--- src/common/acs_pkg.sv ---
package acs_pkg;

  localparam int unsigned ADDR_W = 8;
  localparam int unsigned DATA_W = 32;
  localparam int unsigned REG_W  = 16;
  localparam int unsigned CHAN_W = 4;
  localparam int unsigned RAW_W  = 10;
  localparam int unsigned VAL_W  = 12;

  localparam logic [7:0] CTRL_OFS     = 8'h00;
  localparam logic [7:0] CONV_OUT_OFS = 8'h04;
  localparam logic [7:0] INJ_OUT_OFS  = 8'h08;
  localparam logic [7:0] STATUS_OFS   = 8'h0C;

  localparam int CTRL_CHAN_LSB   = 0;
  localparam int CTRL_MODE_LSB   = 5;
  localparam int CTRL_START_BIT  = 7;
  localparam int CTRL_WAITRD_BIT = 9;
  localparam int CTRL_INJEN_BIT  = 10;
  localparam int CTRL_INJREQ_BIT = 11;
  localparam int CTRL_EIGHT_BIT  = 12;
  localparam int CTRL_OPMODE_BIT = 15;
  localparam int OUT_CHANNEL_NUMBER_FIELD_LSB    = 12;
  localparam int STAT_EOC_BIT    = 0;
  localparam int STAT_OVR_BIT    = 1;

  localparam logic [1:0]  MODE_FIX_SINGLE  = 2'h0;
  localparam logic [1:0]  MODE_FIX_CONT    = 2'h1;
  localparam logic [1:0]  MODE_SCAN_SINGLE = 2'h2;
  localparam logic [1:0]  MODE_SCAN_CONT   = 2'h3;
  localparam logic [3:0]  CHAN_RST         = 4'h0;
  localparam logic [1:0]  MODE_RST         = 2'h0;
  localparam logic [11:0] VAL_RST          = 12'h000;

  typedef enum logic [1:0] {ACS_IDLE, ACS_STD, ACS_INJ} acs_state_type;

endpackage : acs_pkg

--- src/hw/acs_conversion_sequencer.sv ---
// Chosen here: the Wishbone register port and the register offsets.
`timescale 1ns/100ps
`default_nettype none
module acs_conversion_sequencer #(
  parameter int unsigned NUM_CHAN = 16
) (
  // Clock, reset, enable
  input  wire logic                      ref_clk,
  input  wire logic                      arst_n,
  input  wire logic                      ce,
  // Wishbone slave
  input  wire logic                      wbCycI,
  input  wire logic                      wbStbI,
  input  wire logic                      wbWeI,
  input  wire logic [acs_pkg::ADDR_W-1:0] wbAdrI,
  input  wire logic [3:0]                wbSelI,
  input  wire logic [acs_pkg::DATA_W-1:0] wbDatI,
  output logic      [acs_pkg::DATA_W-1:0] wbDatO,
  output logic                           wbAckO,
  // Analog core
  output logic                           coreStart,
  output logic                           coreAbort,
  output logic      [acs_pkg::CHAN_W-1:0] coreChannel,
  output logic                           coreEightBit,
  input  wire logic                      coreDone,
  input  wire logic [acs_pkg::RAW_W-1:0] coreData
);

  if (NUM_CHAN < 1 || NUM_CHAN > 16) begin : gChanCheck
    $error("NUM_CHAN must lie in 1..16");
  end

  localparam logic [3:0] MAX_CHAN = 4'(NUM_CHAN - 1);

  logic rstSync1Q, rstSync2Q, rstN;
  logic ackQ;
  logic [31:0] datOQ;
  logic [3:0] chanQ;
  logic [1:0] modeQ;
  logic startQ, waitRdQ, injEnQ, injReqQ, eightQ, opModeQ, activeQ;
  logic [3:0] convChanQ, injChanQ, bufChanQ, runChanQ;
  logic [11:0] convValQ, injValQ, bufValQ;
  logic eocQ, ovrQ, unreadQ, bufFullQ, stdGoQ, injPendQ;
  logic coreStartQ, coreAbortQ, coreEightQ;
  logic [3:0] coreChanQ;
  acs_pkg::acs_state_type stateQ;

  logic wbAcc, wrCtrl, wrInj, wrStat, convRead;
  logic [15:0] wMask, ctrlRd, ctrlWr, statRd;
  logic startEdge, injEdge, stdDone, injDone, holdNow, releaseNow, stepNow;
  logic stepCont, stepClrStart;
  logic [3:0] stepChan, topChan;
  logic [11:0] aligned;

  function automatic logic [11:0] alignRes(input logic enh, input logic eight,
                                           input logic [9:0] raw);
    logic [11:0] r;
    r = acs_pkg::VAL_RST;
    case ({enh, eight})
      2'b00:   r = {2'h0, raw};
      2'b01:   r = {2'h0, raw[7:0], 2'h0};
      2'b10:   r = {raw, 2'h0};
      default: r = {raw[7:0], 4'h0};
    endcase
    return r;
  endfunction : alignRes

  // Reset release
  always_ff @(posedge ref_clk or negedge arst_n) begin
    if (!arst_n) begin
      rstSync1Q <= 1'b0;
      rstSync2Q <= 1'b0;
    end else if (ce) begin
      rstSync1Q <= 1'b1;
      rstSync2Q <= rstSync1Q;
    end
  end
  assign rstN = rstSync2Q;

  // Bus decode
  always_comb begin
    wbAcc    = wbCycI & wbStbI & ~ackQ & ce;
    wrCtrl   = wbAcc & wbWeI & (wbAdrI == acs_pkg::CTRL_OFS);
    wrInj    = wbAcc & wbWeI & (wbAdrI == acs_pkg::INJ_OUT_OFS);
    wrStat   = wbAcc & wbWeI & (wbAdrI == acs_pkg::STATUS_OFS);
    convRead = wbAcc & ~wbWeI & (wbAdrI == acs_pkg::CONV_OUT_OFS);
    wMask    = {{8{wbSelI[1]}}, {8{wbSelI[0]}}};
    ctrlRd   = {opModeQ, 2'h0, eightQ, injReqQ, injEnQ, waitRdQ,
                activeQ | (stateQ != acs_pkg::ACS_IDLE), startQ, modeQ, 1'h0, chanQ};
    ctrlWr   = (ctrlRd & ~wMask) | (wbDatI[15:0] & wMask);
    statRd   = {14'h0000, ovrQ, eocQ};
    startEdge = wrCtrl & ctrlWr[acs_pkg::CTRL_START_BIT] & ~startQ;
    injEdge   = wrCtrl & ctrlWr[acs_pkg::CTRL_INJREQ_BIT] & ~injReqQ
                & ctrlWr[acs_pkg::CTRL_INJEN_BIT] & ctrlWr[acs_pkg::CTRL_WAITRD_BIT];
  end

  // Completion handling and next step
  always_comb begin
    stdDone    = (stateQ == acs_pkg::ACS_STD) & coreDone;
    injDone    = (stateQ == acs_pkg::ACS_INJ) & coreDone;
    aligned    = alignRes(opModeQ, coreEightQ, coreData);
    holdNow    = stdDone & waitRdQ & unreadQ & ~convRead;
    releaseNow = bufFullQ & convRead;
    stepNow    = (stdDone & ~holdNow) | releaseNow;
    topChan    = (chanQ > MAX_CHAN) ? MAX_CHAN : chanQ;
    stepCont     = 1'b0;
    stepClrStart = 1'b0;
    stepChan     = topChan;
    case (modeQ)
      acs_pkg::MODE_FIX_SINGLE: stepClrStart = 1'b1;
      acs_pkg::MODE_FIX_CONT:   stepCont = startQ;
      acs_pkg::MODE_SCAN_SINGLE: begin
        stepCont     = (runChanQ != 4'h0);
        stepChan     = runChanQ - 4'h1;
        stepClrStart = (runChanQ == 4'h0);
      end
      default: begin
        stepCont = (runChanQ != 4'h0) | startQ;
        stepChan = (runChanQ != 4'h0) ? runChanQ - 4'h1 : topChan;
      end
    endcase
  end

  // Wishbone answer, one cycle after the request
  always_ff @(posedge ref_clk or negedge rstN) begin
    if (!rstN) begin
      ackQ  <= 1'b0;
      datOQ <= 32'h0000_0000;
    end else if (ce) begin
      ackQ <= wbAcc;
      if (wbAcc && !wbWeI) begin
        case (wbAdrI)
          acs_pkg::CTRL_OFS:     datOQ <= {16'h0000, ctrlRd};
          acs_pkg::CONV_OUT_OFS: datOQ <= {16'h0000, convChanQ, convValQ};
          acs_pkg::INJ_OUT_OFS:  datOQ <= {16'h0000, injChanQ, injValQ};
          acs_pkg::STATUS_OFS:   datOQ <= {16'h0000, statRd};
          default:               datOQ <= 32'h0000_0000;
        endcase
      end
    end
  end
  assign wbAckO = ackQ;
  assign wbDatO = datOQ;

  // Control fields
  always_ff @(posedge ref_clk or negedge rstN) begin
    if (!rstN) begin
      chanQ   <= acs_pkg::CHAN_RST;
      modeQ   <= acs_pkg::MODE_RST;
      startQ  <= 1'b0;
      waitRdQ <= 1'b0;
      injEnQ  <= 1'b0;
      injReqQ <= 1'b0;
      eightQ  <= 1'b0;
      opModeQ <= 1'b0;
    end else if (ce) begin
      if (wrCtrl) begin
        chanQ   <= ctrlWr[acs_pkg::CTRL_CHAN_LSB +: 4];
        modeQ   <= ctrlWr[acs_pkg::CTRL_MODE_LSB +: 2];
        waitRdQ <= ctrlWr[acs_pkg::CTRL_WAITRD_BIT];
        injEnQ  <= ctrlWr[acs_pkg::CTRL_INJEN_BIT];
        eightQ  <= ctrlWr[acs_pkg::CTRL_EIGHT_BIT];
        opModeQ <= ctrlWr[acs_pkg::CTRL_OPMODE_BIT];
        startQ  <= ctrlWr[acs_pkg::CTRL_START_BIT];
        injReqQ <= ctrlWr[acs_pkg::CTRL_INJREQ_BIT];
      end
      if (stepNow && !stepCont && stepClrStart && !startEdge) begin
        startQ <= 1'b0;
      end
      if (stateQ == acs_pkg::ACS_IDLE && injPendQ && !startEdge && !injEdge) begin
        injReqQ <= 1'b0;
      end
    end
  end

  // Sequencer and core drive
  always_ff @(posedge ref_clk or negedge rstN) begin
    if (!rstN) begin
      stateQ     <= acs_pkg::ACS_IDLE;
      activeQ    <= 1'b0;
      stdGoQ     <= 1'b0;
      injPendQ   <= 1'b0;
      runChanQ   <= acs_pkg::CHAN_RST;
      coreStartQ <= 1'b0;
      coreAbortQ <= 1'b0;
      coreChanQ  <= acs_pkg::CHAN_RST;
      coreEightQ <= 1'b0;
    end else if (ce) begin
      coreStartQ <= 1'b0;
      coreAbortQ <= 1'b0;
      if (stateQ != acs_pkg::ACS_IDLE && coreDone) begin
        stateQ <= acs_pkg::ACS_IDLE;
      end
      if (startEdge) begin
        activeQ  <= 1'b1;
        stdGoQ   <= 1'b1;
        runChanQ <= (ctrlWr[3:0] > MAX_CHAN) ? MAX_CHAN : ctrlWr[3:0];
        if (stateQ == acs_pkg::ACS_STD && !coreDone) begin
          coreAbortQ <= 1'b1;
          stateQ     <= acs_pkg::ACS_IDLE;
        end
      end else if (stepNow) begin
        stdGoQ <= stepCont;
        if (stepCont) begin
          runChanQ <= stepChan;
        end else begin
          activeQ <= 1'b0;
        end
      end else if (stateQ == acs_pkg::ACS_IDLE) begin
        if (injPendQ) begin
          injPendQ   <= 1'b0;
          coreStartQ <= 1'b1;
          coreChanQ  <= injChanQ;
          coreEightQ <= eightQ;
          stateQ     <= acs_pkg::ACS_INJ;
        end else if (stdGoQ && !bufFullQ) begin
          stdGoQ     <= 1'b0;
          coreStartQ <= 1'b1;
          coreChanQ  <= runChanQ;
          coreEightQ <= eightQ;
          stateQ     <= acs_pkg::ACS_STD;
        end
      end
      if (injEdge) begin
        injPendQ <= 1'b1;
      end
    end
  end
  assign coreStart    = coreStartQ;
  assign coreAbort    = coreAbortQ;
  assign coreChannel  = coreChanQ;
  assign coreEightBit = coreEightQ;

  // Result registers and flags
  always_ff @(posedge ref_clk or negedge rstN) begin
    if (!rstN) begin
      convChanQ <= acs_pkg::CHAN_RST;
      convValQ  <= acs_pkg::VAL_RST;
      injChanQ  <= acs_pkg::CHAN_RST;
      injValQ   <= acs_pkg::VAL_RST;
      bufChanQ  <= acs_pkg::CHAN_RST;
      bufValQ   <= acs_pkg::VAL_RST;
      bufFullQ  <= 1'b0;
      unreadQ   <= 1'b0;
      eocQ      <= 1'b0;
      ovrQ      <= 1'b0;
    end else if (ce) begin
      if (convRead) begin
        unreadQ <= 1'b0;
      end
      if (wrStat && wbSelI[0]) begin
        eocQ <= eocQ & ~wbDatI[acs_pkg::STAT_EOC_BIT];
        ovrQ <= ovrQ & ~wbDatI[acs_pkg::STAT_OVR_BIT];
      end
      if (wrInj && wbSelI[1]) begin
        injChanQ <= wbDatI[acs_pkg::OUT_CHANNEL_NUMBER_FIELD_LSB +: 4];
      end
      if (holdNow) begin
        bufValQ  <= aligned;
        bufChanQ <= coreChanQ;
        bufFullQ <= 1'b1;
      end else if (stdDone) begin
        convValQ  <= aligned;
        convChanQ <= coreChanQ;
        unreadQ   <= 1'b1;
        eocQ      <= 1'b1;
        if (unreadQ && !convRead) begin
          ovrQ <= 1'b1;
        end
      end else if (releaseNow) begin
        convValQ  <= bufValQ;
        convChanQ <= bufChanQ;
        bufFullQ  <= 1'b0;
        unreadQ   <= 1'b1;
        eocQ      <= 1'b1;
      end
      if (injDone) begin
        injValQ <= aligned;
        ovrQ    <= 1'b1;
      end
    end
  end
endmodule : acs_conversion_sequencer
`default_nettype wire

--- config.mk ---
export PLATFORM = sky130hd
export DESIGN_NAME = acs_conversion_sequencer
export DESIGN_NICKNAME = d
export VERILOG_FILES = /design/src/common/acs_pkg.sv /design/src/hw/acs_conversion_sequencer.sv
export SDC_FILE = /design/constraint.sdc
export NUM_CORES = 1
export LEC_CHECK = 0
export CELL_PAD_IN_SITES_DETAIL_PLACEMENT = 2
export CELL_PAD_IN_SITES_GLOBAL_PLACEMENT = 2
export CORE_MARGIN = 5
export CORE_UTILIZATION = 42
export DETAILED_ROUTE_END_ITERATION = 10
export DONT_BUFFER_PORTS = 1
export GPL_ROUTABILITY_DRIVEN = 0
export PLACE_DENSITY = 0.92
export SLEW_MARGIN = 20
export SYNTH_ARGS = -nofsm -noshare
export SYNTH_HDL_FRONTEND = slang
export SYNTH_SLANG_ARGS = --single-unit
--- constraint.sdc ---
create_clock -name ref_clk -period 6.4 [get_ports ref_clk]
set_input_delay 1.28 -clock ref_clk [delete_from_list [all_inputs] [get_ports ref_clk]]
set_output_delay 1.28 -clock ref_clk [all_outputs]
set_load 0.05 [all_outputs]
**Word level (Yosys, flattened, before mapping)**

Index checks and enable logic that the tools add are counted.

- Add/sub/neg operators: 1
- $mul: 0
- Div/mod/pow operators: 0
- $lt $le $gt $ge: 2
- Equality and inequality tests: 14
- Shifts and indexed selects: 0
- Multiplexer cells: 65
- Bitwise gates (word level): 41
- Reductions and logical operators: 52

Operator list:

| operator | number |
|---|---|
| 16-bit case mux with 4 select lines | 1 |
| 1-bit two-way mux | 41 |
| 4-bit two-way mux | 10 |
| 12-bit case mux with 3 select lines | 1 |
| 16-bit AND | 2 |
| 1-bit AND | 24 |
| 12-bit two-way mux | 2 |
| 2-bit nonzero test | 9 |
| 8-bit by 4-bit equality test with 1-bit output, second input constant | 2 |
| 16-bit NOT | 1 |
| 16-bit bitwise OR | 1 |
| 2-bit two-way mux | 7 |
| 2-bit AND reduction | 7 |
| 1-bit logical AND | 13 |
| 3-bit AND reduction | 4 |
| 1-bit NOT | 10 |
| 8-bit by 3-bit equality test with 1-bit output, second input constant | 1 |
| 4-bit > comparator, second input constant | 2 |
| 8-bit zero test | 1 |
| 4-bit case mux with 2 select lines | 1 |
| 4-bit AND reduction | 2 |
| 1-bit zero test | 7 |
| 2-bit by 1-bit equality test with 1-bit output, second input constant | 3 |
| 2-bit equality test, second input constant | 3 |
| 13 further kinds | 20 |

- Bits in registers: 115
- Latch bits: 0
- Bits in writable memories: 0
- ROM bits: 0
- Input port bits: 61
- Output and inout bits: 40
- Logic and storage cells: 206
- Memories: 0

**Longest topological paths before layout**

- Depth after elaboration: 15
- Depth in mapped cells: 9
- Mapped depth without buffers: 8

**Worst setup path before layout**

OpenSTA, ideal clock, no wires.

- Path type: input -> register
- From: input port wbAdrI[1] (netlist name)
- To: register convValQ[0]
- Library setup time: 118 ps
- Data arrival time: 3409 ps
- Data required time: 6282 ps
- Path slack: 2873 ps
- Cell stages on the path: 9
- Path buffers: 3
- Cell sequence: or4_1 buf_2 or4_4 and3_4 or3_1 buf_6 buf_6 nand2_1 o21ai_2

- Cells in the longest elaborated chain, start to end: 6
- Elaborated cells between the ends (all ways): 8
- Classes of those cells: eq/ne: 1; bitwise: 5; reduce/logical: 2

Ends and longest elaborated chain:

| item | line | RTL |
|---|---|---|
| from (decl) | acs_conversion_sequencer.sv:15 | `input wire logic [acs_pkg::ADDR_W-1:0] wbAdrI,` |
| 8-bit by 3-bit equality test with 1-bit output (*) | acs_conversion_sequencer.sv:86 | `convRead = wbAcc & ~wbWeI & (wbAdrI == acs_pkg::CONV_OUT_OFS);` |
| 1-bit AND (*) | acs_conversion_sequencer.sv:86 |  |
| 1-bit NOT | acs_conversion_sequencer.sv:102 | `holdNow = stdDone & waitRdQ & unreadQ & ~convRead;` |
| 1-bit AND | acs_conversion_sequencer.sv:102 |  |
| 1-bit NOT (no source line) | - |  |
| 3-bit AND reduction (no source line) (*) | - |  |
| to (signal assigned) | acs_conversion_sequencer.sv:238 | `convValQ <= acs_pkg::VAL_RST;` |
| to (signal assigned) | acs_conversion_sequencer.sv:263 | `convValQ <= aligned;` |
| to (signal assigned) | acs_conversion_sequencer.sv:271 | `convValQ <= bufValQ;` |
| to (decl) | acs_conversion_sequencer.sv:42 | `logic [11:0] convValQ, injValQ, bufValQ;` |

Every way passes the cells marked *; elsewhere a longest branch is shown, timed or not.
A chain may end at the register's enable or synchronous reset.

**Worst setup path after layout**

- From: input port wbAdrI[1] (netlist name)
- To: register activeQ

- Cells in the longest elaborated chain, start to end: 9
- Elaborated cells between the ends (all ways): 16
- Classes of those cells: eq/ne: 2; mux: 1; bitwise: 10; reduce/logical: 3

Ends and longest elaborated chain:

| item | line | RTL |
|---|---|---|
| 8-bit by 3-bit equality test with 1-bit output | acs_conversion_sequencer.sv:86 |  |
| 1-bit AND | acs_conversion_sequencer.sv:86 |  |
| 1-bit NOT | acs_conversion_sequencer.sv:102 |  |
| 1-bit AND | acs_conversion_sequencer.sv:102 |  |
| 1-bit NOT (no source line) | - |  |
| 1-bit AND | acs_conversion_sequencer.sv:104 | `stepNow = (stdDone & ~holdNow) \| releaseNow;` |
| 1-bit bitwise OR | acs_conversion_sequencer.sv:104 |  |
| 2-bit nonzero test (no source line) | - |  |
| 3-bit AND reduction (no source line) | - |  |
| to (signal assigned) | acs_conversion_sequencer.sv:180 | `activeQ <= 1'b0;` |
| to (signal assigned) | acs_conversion_sequencer.sv:195 | `activeQ <= 1'b1;` |
| to (signal assigned) | acs_conversion_sequencer.sv:207 | `activeQ <= 1'b0;` |
| to (decl) | acs_conversion_sequencer.sv:40 | `logic startQ, waitRdQ, injEnQ, injReqQ, eightQ, opModeQ, activeQ;` |

Several ways; a longest one is shown, not always the timed one.

==> results.cfg <==
[status]
status = completed

[sta]
period_needed_ps = 3553
max_slew_margin_pct = 37.70
tightest_slew_ps = 926.0
setup-violations-final = 0
fmax_ghz = 0.2815
final.setup_skew_ps = 3.469
hold_viol = 0
rsz0062_at_grt = false
slew_violations = 0
post-route-period-util_pct = 55.52
setup_tns_ps = 0

[global_route]
grt.met2_usage_pct = 38.75
busiest_layer = met2
grt_max_degree = 70
grt_pass1_wl_um = 24720
use_met3_pct = 5.778
grt_use_total_pct = 22.83
grt_pass1_vias = 4282
met1_usage_pct = 27.99
grt_antenna_before_repair = 0
grt_overflow_total = 0

[cells_and_area]
final_cells = 636
layout_common_cells = 98 x dfrtp_1, 77 x nand2_1, 57 x o21ai_0
areaGrowthSynthToFinish_pct = 6.226
antenna_cells = 0
layout-drive-gt1-share_pct = 16.02
final_common_cell = dfrtp_1
fin_nets = 551

[worst_setup_path]
r2r_slack_ps = 3430
cp-end-kind = register
crit_type = in2reg
critPathRequiredTime_ps = 6610
r2r-start = wbAckO
start_kind = input pin
r2r_cells = 7
crit_path_start = wbAdrI[1]
worstPathMaxFanout = 35
crit_arrival_ps = 3760
r2r_end = activeQ

[power]
vdd.ir_drop.worst_mv = 0.1586
p_leak_uw = 0.002366
powerDensity_nw_per_um2 = 232.4

[synth]
synthCells = 500
avgSynthCellArea_um2 = 9.887
synthArstFlopShare_pct = 100.0
seq_area_frac_synth_pct = 50.11
ys_ff_latch = 99
ys_warn_count = 0
ys.flop_type = dfrtp_1
netlist-cell-type-count = 55
syn_area_um2 = 4943
synth_edf_count = 0

[floorplan]
die_h_um = 118.5
pin_count = 101
die_w_um = 118.5
dieArea_um2 = 14040
start_util_pct = 43.11
core.rowCount = 39
coreArea_um2 = 11470

[clock_network]
cts-root-buf = clkbuf_16
cts_hold_buf = 0
clk_transition_reported_paths_ps = 60
cts_setup_buffers = 0
cts_buffers = 9
cts_tree = done
post_cts_resize_count = 0
cts.path.max_buffers = 2
clk_latency_ps = 350
cts_max_level = 3
cts.sinks = 99

[routing]
ant_nets = 0
drt_pass1_iterations = 4
vias_per_cell = 5.937
routed_wl_um = 15770
drtIter0Drc = 149
routedWlPerCell_um = 24.79
drc = 0
vias = 3776

[worst_hold_path]
hold_path.class = reg2async

[place]
io_buffers = 0
dp_cells = 620
dp_hpwl_um = 11240

[flow_run]
drv_cap = 0
## metal layers
metal / vias to the layer above / share of wire (%)
li1: 1684 / -
met1: 1966 / 42
met3: 30 / 4.9
met5: - / 0
met2: 96 / 51
met4: 0 / 2.8
## where the power goes
part	internal (µW)	switching, µW	leakage [µW]
sequential	634	7.97	0.00138
combinational	15.0	44.5	0.000850
clock	284	234	0.000133
## synth_stat cells (4+ instances only)
cell type  instances  area share (%)
clkbuf_1          22             1.7
nand4_1            5            0.63
mux2i_1           21             4.3
nor2b_1            6            0.76
a21oi_1           29             2.9
dfrtp_1           99              50
mux2_2            32             7.3
o21ai_2           13             2.3
nor2_1            36             2.7
or2_2              4            0.51
o21ai_0           57             5.8
inv_1             13            0.99
nand2_1           77             5.8
buf_4             16             2.4
nor4_1             4            0.51
## cell families (layout without fill, tap and decap cells)
group / Yosys count / after routing / synth area share [%]
other: 1 / 16 / 0.07586
adder cells (fa/ha/maj): 1 / 1 / 0.2531
buffers and inverters: 57 / 35 / 6.251
flip-flops: 99 / 99 / 50.11
XOR/XNOR: 2 / 2 / 0.3544
AND/OR/NAND/NOR: 156 / 156 / 14.43
multiplexers: 55 / 55 / 12.45
AO/OA/AOI/OAI: 129 / 129 / 16.07
## per-stage QoR
stage	worst slack [ps]	hold slack, ps	utilization, %	power (µW)	area [µm²]
2_1_floorplan	2873	430.5	-	710.3	5000
5_1_grt	2797	309.6	45.79	1260	5251
4_1_cts	2859	277.6	45.70	1229	5240
3_5_place_dp	2500	276.4	43.32	712.1	4967
6_report	2847	266.6	45.79	1220	5251
3_3_place_gp	2597	260.5	43.32	707.0	4967
## state kept, by name, indices dropped and copies added (netlist names), 12 cells and up, named ones only
register,flops
bufValQ,12
wbDatO,16
injValQ,12
convValQ,12
## worst max path at each step
stage / end / slack [ps]
2_1_floorplan: convValQ[0] / 2870
3_3_place_gp: convValQ[8] / 2600
3_5_place_dp: convValQ[8] / 2500
4_1_cts: convValQ[8] / 2860
5_1_grt: convValQ[8] / 2800
6_report: activeQ / 2850
## layout make-up
cell class | count | area, µm²
Fill cell | 1227 | 6216
Sequential cell | 99 | 2481
Multi-Input combinational cell | 359 | 2213
Clock buffer | 14 | 264.0
Tap cell | 143 | 178.9
Timing Repair Buffer | 7 | 56.30
Inverter | 13 | 48.80
Clock inverter | 1 | 8.758
## critical path, cell delays in order
cell	delay [ps]
or4_1	640
or4_4	610
and3_4	230
or3_1	340
buf_4	290
o21ai_0	250
nand2_1	100
(Power assumes the default switching activity.)
